--- src/rtl/pms_pkg.sv ---
// Package: register indices, field positions, mode codes and timing for the PHY mode block
package pms_pkg;
  // Register indices on the management interface
  localparam logic [4:0] REG_ENERGY_PD = 5'h11;
  localparam logic [4:0] REG_SPECIAL = 5'h12;
  // Field positions
  localparam int EDPD_BIT = 13;
  localparam int ENERGY_BIT = 1;
  localparam int RSVD0_BIT = 0;
  localparam int MODE_LSB = 5;
  localparam int ADDR_LSB = 0;
  // Mode codes
  localparam logic [2:0] MODE_10HD = 3'h0;
  localparam logic [2:0] MODE_10FD = 3'h1;
  localparam logic [2:0] MODE_100HD = 3'h2;
  localparam logic [2:0] MODE_100FD = 3'h3;
  localparam logic [2:0] MODE_AN_100HD = 3'h4;
  localparam logic [2:0] MODE_REPEATER = 3'h5;
  localparam logic [2:0] MODE_POWERDOWN = 3'h6;
  localparam logic [2:0] MODE_ALL = 3'h7;
  // Basic control bits 13,12,10,8 and advertisement bits 8..5 per mode
  localparam logic [3:0] BC_10HD = 4'h0;
  localparam logic [3:0] BC_10FD = 4'h1;
  localparam logic [3:0] BC_100HD = 4'h8;
  localparam logic [3:0] BC_100FD = 4'h9;
  localparam logic [3:0] BC_AN_100HD = 4'hC;
  localparam logic [3:0] ADV_100HD = 4'h4;
  localparam logic [3:0] ADV_ALL = 4'hF;
  // Energy timeout
  localparam int ENERGY_TIMEOUT_MS = 256;
  localparam int CLK_MHZ = 125;
  localparam int ENERGY_TIMEOUT_CYC = ENERGY_TIMEOUT_MS * 1000 * CLK_MHZ;
  // Reset values
  localparam logic RST_EDPD = 1'b0;
  localparam logic RST_ENERGY = 1'b1;

  // Mode-derived settings pushed to the basic control and advertisement registers
  typedef struct packed {
    logic bc_we;        // Write basic control bits
    logic [3:0] bc;     // Bits 13,12,10,8
    logic bc_keep_sd;   // Keep bits 13 and 8 (mode 111)
    logic adv_we;       // Write advertisement bits
    logic [3:0] adv;    // Bits 8..5
    logic crs_tx;       // Carrier sense also during transmit
    logic repeater;
    logic powerdown;
  } pms_mode_cfg_t;

  // Management read and write strobes with register index and data
  typedef struct packed {
    logic wr;
    logic rd;
    logic [4:0] reg_addr;
    logic [15:0] wdata;
  } pms_mgmt_req_t;
endpackage : pms_pkg

--- src/rtl/pms_phy_mode_regs.sv ---
// PHY energy-detect and special-modes management registers with mode decode
//
// Contract
// - Bit 13 enables energy-detect power-down, resets 0
// - Energy bit set on energy, clears after 256ms
// - Energy bit survives soft reset, hard reset sets
// - Loader rewrites special modes after reset, reload
// - Bits 7:5 hold operating mode selection
// - Bits 4:0 hold management address
// - Management address seeds scrambler key
// - Kept bits reset by port reset, not soft
// - Autoneg strap set gives mode 111
// - Else mode is 0, speed strap, duplex strap
// - Straps captured when chip reset releases
// - Address default comes from address strap
// - Mode 000 forces 10 half, bits 0000
// - Mode 001 forces 10 full, bits 0001
// - Mode 010 forces 100 half, CRS tx+rx
// - Mode 011 forces 100 full, CRS rx
// - Mode 100 negotiates 100 half, 1100/0100
// - Mode 101 repeater, like 100, CRS rx
// - Mode 110 power-down, registers untouched
// - Mode 111 all abilities, X10X/1111
`timescale 1ns/1ps
`default_nettype none
module pms_phy_mode_regs #(
  parameter int TIMEOUT_CYC = pms_pkg::ENERGY_TIMEOUT_CYC
) (
  // Clock and chip reset
  input wire logic CLK,
  input wire logic RST_B,
  // Port PHY reset from chip reset control register, and basic-control soft reset
  input wire logic PORT_PHY_RST,
  input wire logic SOFT_RST,
  // Configuration strap pins
  input wire logic AUTONEG_STRAP,
  input wire logic SPEED_STRAP,
  input wire logic DUPLEX_STRAP,
  input wire logic [4:0] ADDR_STRAP,
  // Line energy detector
  input wire logic ENERGY_SEEN,
  // Management register access
  input wire pms_pkg::pms_mgmt_req_t MGMT_REQ,
  output logic [15:0] MGMT_RDATA,
  // EEPROM loader rewrite of special modes
  input wire logic LOAD_WR,
  input wire logic [15:0] LOAD_DATA,
  // Settings to the rest of the PHY
  output logic ENERGY_DETECT_POWERDOWN_EN,
  output logic [4:0] PHY_MGMT_ADDRESS,
  output logic [4:0] SCRAMBLER_SEED,
  output pms_pkg::pms_mode_cfg_t MODE_CFG
);
  localparam int CW = $clog2(TIMEOUT_CYC + 1);

  // Elaboration check: the quiet counter needs at least two states
  if (TIMEOUT_CYC < 2) begin : g_bad_timeout
    $error("TIMEOUT_CYC too small");
  end

  // Mode code to settings decode
  function automatic pms_pkg::pms_mode_cfg_t decode_mode(input logic [2:0] m);
    pms_pkg::pms_mode_cfg_t c;
    c = '0;
    case (m)
      pms_pkg::MODE_10HD: begin
        c.bc_we = 1'b1;
        c.bc = pms_pkg::BC_10HD;
      end
      pms_pkg::MODE_10FD: begin
        c.bc_we = 1'b1;
        c.bc = pms_pkg::BC_10FD;
      end
      pms_pkg::MODE_100HD: begin
        c.bc_we = 1'b1;
        c.bc = pms_pkg::BC_100HD;
        c.crs_tx = 1'b1;
      end
      pms_pkg::MODE_100FD: begin
        c.bc_we = 1'b1;
        c.bc = pms_pkg::BC_100FD;
      end
      pms_pkg::MODE_AN_100HD: begin
        c.bc_we = 1'b1;
        c.bc = pms_pkg::BC_AN_100HD;
        c.adv_we = 1'b1;
        c.adv = pms_pkg::ADV_100HD;
        c.crs_tx = 1'b1;
      end
      pms_pkg::MODE_REPEATER: begin
        c.bc_we = 1'b1;
        c.bc = pms_pkg::BC_AN_100HD;
        c.adv_we = 1'b1;
        c.adv = pms_pkg::ADV_100HD;
        c.repeater = 1'b1;
      end
      pms_pkg::MODE_POWERDOWN: begin
        c.powerdown = 1'b1;
      end
      default: begin
        c.bc_we = 1'b1;
        c.bc = pms_pkg::BC_AN_100HD;
        c.bc_keep_sd = 1'b1;
        c.adv_we = 1'b1;
        c.adv = pms_pkg::ADV_ALL;
        c.crs_tx = 1'b1;
      end
    endcase
    return c;
  endfunction : decode_mode

  // Strap default mode
  function automatic logic [2:0] strap_mode(input logic an, input logic sp, input logic dx);
    return an ? pms_pkg::MODE_ALL : {1'b0, sp, dx};
  endfunction : strap_mode

  // Pin synchronisers
  logic [1:0] an_sync, sp_sync, dx_sync, en_sync;
  logic [4:0] addr_s1, addr_s2;
  logic [1:0] prst_sync, srst_sync;

  // Two-stage capture of pin inputs
  always_ff @(posedge CLK or negedge RST_B) begin
    if (!RST_B) begin
      an_sync <= 2'h0;
      sp_sync <= 2'h0;
      dx_sync <= 2'h0;
      en_sync <= 2'h0;
      addr_s1 <= 5'h00;
      addr_s2 <= 5'h00;
      prst_sync <= 2'h0;
      srst_sync <= 2'h0;
    end else begin
      an_sync <= {an_sync[0], AUTONEG_STRAP};
      sp_sync <= {sp_sync[0], SPEED_STRAP};
      dx_sync <= {dx_sync[0], DUPLEX_STRAP};
      en_sync <= {en_sync[0], ENERGY_SEEN};
      addr_s1 <= ADDR_STRAP;
      addr_s2 <= addr_s1;
      prst_sync <= {prst_sync[0], PORT_PHY_RST};
      srst_sync <= {srst_sync[0], SOFT_RST};
    end
  end

  // Strap latch state: both synchroniser stages must fill before capture
  typedef enum logic [3:0] {
    ST_SYNC = 4'b0001,
    ST_FILL0 = 4'b0010,
    ST_FILL1 = 4'b0100,
    ST_RUN = 4'b1000
  } pms_state_t;

  pms_state_t state, next_state;
  logic [2:0] strap_mode_q, next_strap_mode_q;
  logic [4:0] strap_addr, next_strap_addr;
  logic edpd, next_edpd;
  logic energy, next_energy;
  logic [CW-1:0] quiet_cnt, next_quiet_cnt;
  logic [2:0] mode, next_mode;
  logic [4:0] addr, next_addr;
  logic rsvd0, next_rsvd0;
  logic port_rst;
  logic wr_edpd, wr_special;

  assign port_rst = prst_sync[1];
  assign wr_edpd = MGMT_REQ.wr && (MGMT_REQ.reg_addr == pms_pkg::REG_ENERGY_PD);
  assign wr_special = MGMT_REQ.wr && (MGMT_REQ.reg_addr == pms_pkg::REG_SPECIAL);

  // Next-state logic for all register state
  always_comb begin
    next_state = state;
    next_strap_mode_q = strap_mode_q;
    next_strap_addr = strap_addr;
    next_edpd = edpd;
    next_energy = energy;
    next_quiet_cnt = quiet_cnt;
    next_mode = mode;
    next_addr = addr;
    next_rsvd0 = rsvd0;
    case (state)
      ST_SYNC: begin
        // First synchroniser stage takes the pins
        next_state = ST_FILL0;
      end
      ST_FILL0: begin
        next_state = ST_FILL1;
      end
      ST_FILL1: begin
        // Capture straps once, right after chip reset release
        next_state = ST_RUN;
        next_strap_mode_q = strap_mode(an_sync[1], sp_sync[1], dx_sync[1]);
        next_strap_addr = addr_s2;
        next_mode = strap_mode(an_sync[1], sp_sync[1], dx_sync[1]);
        next_addr = addr_s2;
      end
      default: begin
        // Energy indicator: set on energy, clear after quiet period
        if (en_sync[1]) begin
          next_energy = 1'b1;
          next_quiet_cnt = '0;
        end else if (quiet_cnt >= CW'(TIMEOUT_CYC - 1)) begin
          next_energy = 1'b0;
        end else begin
          next_quiet_cnt = quiet_cnt + CW'(1);
        end
        // Host writes
        if (wr_edpd) begin
          next_edpd = MGMT_REQ.wdata[pms_pkg::EDPD_BIT];
          next_rsvd0 = MGMT_REQ.wdata[pms_pkg::RSVD0_BIT];
        end
        if (wr_special) begin
          next_mode = MGMT_REQ.wdata[pms_pkg::MODE_LSB +: 3];
          next_addr = MGMT_REQ.wdata[pms_pkg::ADDR_LSB +: 5];
        end
        // Loader rewrite wins over a host write in the same cycle
        if (LOAD_WR) begin
          next_mode = LOAD_DATA[pms_pkg::MODE_LSB +: 3];
          next_addr = LOAD_DATA[pms_pkg::ADDR_LSB +: 5];
        end
        // Port PHY reset restores defaults; soft reset leaves state alone
        if (port_rst) begin
          next_edpd = pms_pkg::RST_EDPD;
          next_rsvd0 = 1'b0;
          next_mode = strap_mode_q;
          next_addr = strap_addr;
        end
      end
    endcase
  end

  // State registers; energy resets to 1 on hardware reset only
  always_ff @(posedge CLK or negedge RST_B) begin
    if (!RST_B) begin
      state <= ST_SYNC;
      strap_mode_q <= 3'h0;
      strap_addr <= 5'h00;
      edpd <= pms_pkg::RST_EDPD;
      energy <= pms_pkg::RST_ENERGY;
      quiet_cnt <= '0;
      mode <= 3'h0;
      addr <= 5'h00;
      rsvd0 <= 1'b0;
    end else begin
      state <= next_state;
      strap_mode_q <= next_strap_mode_q;
      strap_addr <= next_strap_addr;
      edpd <= next_edpd;
      energy <= next_energy;
      quiet_cnt <= next_quiet_cnt;
      mode <= next_mode;
      addr <= next_addr;
      rsvd0 <= next_rsvd0;
    end
  end

  // Read data and outputs
  logic [15:0] next_rdata;
  always_comb begin
    next_rdata = 16'h0000;
    if (MGMT_REQ.reg_addr == pms_pkg::REG_ENERGY_PD) begin
      next_rdata[pms_pkg::EDPD_BIT] = edpd;
      next_rdata[pms_pkg::ENERGY_BIT] = energy;
      next_rdata[pms_pkg::RSVD0_BIT] = rsvd0;
    end else if (MGMT_REQ.reg_addr == pms_pkg::REG_SPECIAL) begin
      next_rdata[pms_pkg::MODE_LSB +: 3] = mode;
      next_rdata[pms_pkg::ADDR_LSB +: 5] = addr;
    end
  end

  always_ff @(posedge CLK or negedge RST_B) begin
    if (!RST_B) begin
      MGMT_RDATA <= 16'h0000;
      MODE_CFG <= '0;
    end else begin
      MGMT_RDATA <= next_rdata;
      MODE_CFG <= decode_mode(mode);
    end
  end

  assign ENERGY_DETECT_POWERDOWN_EN = edpd;
  assign PHY_MGMT_ADDRESS = addr;
  assign SCRAMBLER_SEED = addr;
endmodule : pms_phy_mode_regs
`default_nettype wire

--- config.mk ---
export PLATFORM = sky130hd
export DESIGN_NAME = pms_phy_mode_regs
export DESIGN_NICKNAME = d
export VERILOG_FILES = /design/src/rtl/pms_pkg.sv /design/src/rtl/pms_phy_mode_regs.sv
export SDC_FILE = /design/constraint.sdc
export NUM_CORES = 1
export LEC_CHECK = 0
export BUFFER_PORTS_ARGS = -buffer_cell sky130_fd_sc_hd__buf_4
export CAP_MARGIN = 5
export CORE_ASPECT_RATIO = 1.75
export CORE_MARGIN = 3
export CORE_UTILIZATION = 50
export CTS_BUF_LIST = sky130_fd_sc_hd__clkbuf_4 sky130_fd_sc_hd__clkbuf_8
export CTS_CLUSTER_SIZE = 30
export DETAILED_ROUTE_END_ITERATION = 10
export PLACE_DENSITY_LB_ADDON = 0.2
export SYNTH_ARGS = -nofsm -noshare
export SYNTH_HDL_FRONTEND = slang
export SYNTH_SLANG_ARGS = --single-unit
--- constraint.sdc ---
create_clock -name CLK -period 3.84 [get_ports CLK]
set_clock_uncertainty 0.2 [all_clocks]
set_input_delay 0.192 -clock CLK [delete_from_list [all_inputs] [get_ports CLK]]
set_output_delay 0.192 -clock CLK [all_outputs]
set_load 0.05 [all_outputs]
==> Flow_metrics.wiki <==
{| class="wikitable"
! Metric !! Value
|-
| Deepest level of the CTS H-tree || 3
|-
| Vert. Die Dim || 127 um
|-
| Most used routing layer in global routing || met2
|-
| Final core area utilization || 0.615
|-
| Portion of synthesized cell area occupied by the leading cell type || 0.511
|-
| Cell area power density || 359 nW/um^2
|-
| Num CTS Buffers || 9
|-
| Avg Cell Area, Syn || 10.3 sq um
|-
| Register bit total from synthesis || 87
|-
| Share of synthesized flip-flops with an asynchronous set or reset || 1.00
|-
| Smallest hold slack || 0.0921 ns
|-
| Most instantiated flip-flop cell in the synthesis netlist || dfrtp_1
|-
| Adder and majority gate portion of the synthesized area || 0.00301
|-
| Hold Crit Class || in -> reg
|-
| Multiplexer share of the synthesized area || 0.0685
|-
| Initial antenna violation count || 0
|-
| Inserted Diodes || 0
|-
| Antenna viol nets, final || 0
|-
| Max Transition Viols Final || 0
|-
| Post-cts sizing count || 0
|-
| CTS Root Buffer Type || clkbuf_8
|-
| Buffers on Ports || 68
|-
| Headroom to the max-slew limit || 0.338
|-
| Crit. End Element || register
|-
| Worst slew pin tran || 0.988 ns
|-
| Quantity of hold-fixing buffers added after cts || 15
|-
| Unrepaired setup endpoints after global routing || false
|-
| Sink count of the clock tree || 87
|-
| Largest net degree at the start of global routing || 65
|-
| Post-CTS Repair Setup Buffers || 0
|-
| Synthesized-area fraction occupied by and/or/nand/nor cells || 0.201
|-
| Shortest clock period the worst path allows after layout || 2.85 ns
|-
| Number of distinct library cells after synthesis || 65
|-
| Layout Cells excl Fill || 566
|-
| Sequential fraction of the synthesis area || 0.524
|-
| Max-Cap Viols || 0
|-
| Leakage || 2.34 nW
|-
| First-pass iteration count of the detailed router || 4
|-
| Global-route wire length before repair || 14500 um
|-
| Clock transition at the register clock pins on the worst setup and hold paths after CTS || 0.08 ns
|-
| Final-report hold violation count || 0
|-
| Area share of xor/xnor cells in the synthesized design || 0.0105
|-
| Routed vias || 3245
|-
| Maximum number of buffers from clock root to sink || 2
|-
| Worst Setup Start Kind || register
|-
| Average wire per standard cell || 16.0 um
|-
| Post-detailed-placement half-perimeter wirelength || 6220 um
|-
| Core Rows || 43
|-
| GR Overflow Total || 0
|-
| Number of global-route vias before repair || 3155
|-
| NumNets Final || 526
|-
| Area added between synthesis and finish || 18.5%
|-
| Post-synth EDFFs || 0
|-
| Ratio of final minimum period to clock period || 0.741
|-
| Status || completed
|-
| Routability-driven placement congestion ratio || 0.886
|-
| Area fraction in compound gates after synthesis || 0.131
|-
| Dominant combinational cell family by area after synthesis || simple AND/OR/NAND/NOR gates
|-
| Number of top-level pins || 94
|-
| Initial standard-cell utilization of the core || 0.519
|-
| Sum of routed wire length over all layers || 9030 um
|-
| Arrival time at the worst endpoint || 2.94 ns
|-
| Final total negative setup slack || 0 ns
|-
| Fraction of layout cells with a size suffix above 1 || 0.235
|-
| Critical Path RT || 3.93 ns
|-
| Clock latency on the worst-skew pair || 0.35 ns
|-
| Area enclosed by the die boundary || 9500 sq um
|-
| Synthesis Warnings || 0
|-
| GR met2 Demand/Resource || 0.347
|-
| Number of remaining DRC errors || 0
|-
| Grt met3 use || 0.0389
|-
| Met1 Usage GRT || 0.225
|-
| Area of the mapped netlist || 4160 sq um
|-
| Max FO, Critical Path || 44
|-
| Placed cell count || 536
|-
| Library cell occupying the most area in the post-synthesis netlist || dfrtp_1
|-
| Initial DRC Count || 142
|-
| Maximum clock frequency || 0.351 GHz
|-
| Gate Count Post-Synth || 406
|-
| DIE WIDTH || 75.0 um
|-
| Combined global-route utilization of all metal layers || 0.198
|-
| Core ar. || 8020 sq um
|-
| Critical path type || reg -> reg
|-
| TritonCTS clock tree || yes
|-
| Count of filler cells inserted in the layout || 676
|-
| Total setup violations reported at the end of the flow || 0
|-
| Via/cell ratio || 5.73
|-
| Leading cell types by total area after synthesis || dfrtp_1 51%, nand2_1 4.2%, mux2i_1 3.6%, mux2_2 3.2%, nor2_1 3.1%
|-
| Maximum ir drop on the vdd rail || 0.177 mV
|}
[final timing paths]
path	startpoint	slack [ns]	depth (start not counted)	end
worst min-delay path	MGMT_REQ[22]	0.09	4	ENERGY_DETECT_POWERDOWN_EN
min in group asynchronous	RST_B	0.27	2	an_sync[0]
worst min register to register	addr_s1[3]	0.15	0	addr_s2[3]
worst max-delay path	state[0]	0.99	5	quiet_cnt[17]
worst max register to register	state[0]	0.99	5	quiet_cnt[17]
max in group asynchronous	RST_B	2.29	3	energy
[critical path, stage by stage, from the launching register on]
cell	delay (ns)
dfstp_2	0.61
xor2_1	0.10
o211a_2	0.52
or4_1	0.75
or4_1	0.51
nand3_1	0.08
[cells in the final DEF, fill, tap and decap left out, types with 4 or more instances in the layout]
cell type / instances
clkbuf_4: 4
and3_1: 6
clkbuf_8: 9
nor4_1: 4
mux2_2: 12
xor2_1: 4
mux2i_1: 15
nor2_1: 34
a21boi_0: 4
o21ai_0: 15
buf_4: 71
nor2b_1: 4
dlygate4sd3_1: 15
a21oi_1: 14
a211o_1: 4
o211ai_1: 4
inv_1: 7
nor3_1: 12
a31oi_1: 5
nand2_1: 47
and4_1: 4
and2_1: 9
nand3_1: 15
dfrtp_1: 85
conb_1: 8
nand4_1: 11
[power breakdown]
group	leakage [nW]	total [mW]	switching, mW	internal [mW]
logic	1.11	0.242	0.154	0.0876
registers	1.14	0.968	0.0238	0.945
clock network	0.0909	0.559	0.300	0.259
total	2.34	1.77	0.478	1.29
[metrics by stage]
stage          power, mW  setup WS, ns  cell area [sq um]
6_report            1.77         0.994               4930
5_1_grt             1.84         0.838               4930
4_1_cts             1.78         0.995               4930
3_5_place_dp        1.22          1.01               4620
3_3_place_gp        1.21          1.04               4620
2_1_floorplan       1.14          1.38               4190
[final cells by class]
cell class,instances,area (sq um),share of cell area
clock buffers,13,154,0.0312
well taps,90,113,0.0228
repair buffers,86,683,0.139
flip-flops and latches,87,2180,0.442
clock inverters,2,10.0,0.00203
multi-input cells,280,1760,0.357
inverters,8,30.0,0.00609
[flip-flops by register name, indices dropped and copies added (netlist names), 2 cells and up]
name	flops
sp_sync	2
PHY_MGMT_ADDRESS	5
dx_sync	2
strap_mode_q	3
quiet_cnt	25
strap_addr	5
en_sync	2
mode	3
MGMT_RDATA	9
MODE_CFG	10
an_sync	2
addr_s1	5
prst_sync	2
state	4
addr_s2	5
[layer usage]
layer / part of all wire / vias to the layer above
met1: 0.39 / 1597
li1: - / 1566
met5: 0 / -
met2: 0.55 / 65
met3: 0.037 / 17
met4: 0.023 / 0
[cells in the mapped netlist, drive strengths merged, types with 2 or more instances]
master and n:
nor4b 2, nor2 34, a41oi 2, a211o 4, nor3b 3, a22o 2
mux2 12, a31oi 5, dfrtp 85, nor4 4, nor3 13, buf 24
a21oi 15, o31ai 2, o211ai 5, or4 3, o21ai 17, nand3 15
inv 7, nor2b 4, mux2i 15, a21boi 4, and4 4, a311oi 2
nand2 47, nand4 11, and3 6, dfstp 2, a311o 2, a221o 3
or3 3, xor2 4, o311ai 4, o211a 2, clkbuf 14, and2 10
o31a 2
[kinds of logic (layout without fill, tap and decap cells)]
logic type                 after synthesis  in the layout
and+or+nand+nor                        164            164
DFF                                     87             87
AOI/OAI and AO/OA                       75             75
xor gates and xnor gates                 5              5
adders and majority gates                1              1
muxes                                   27             27
other                                    1              8
buffers and inverters                   46            109
Note: power is estimated with default switching activity, not from simulation.
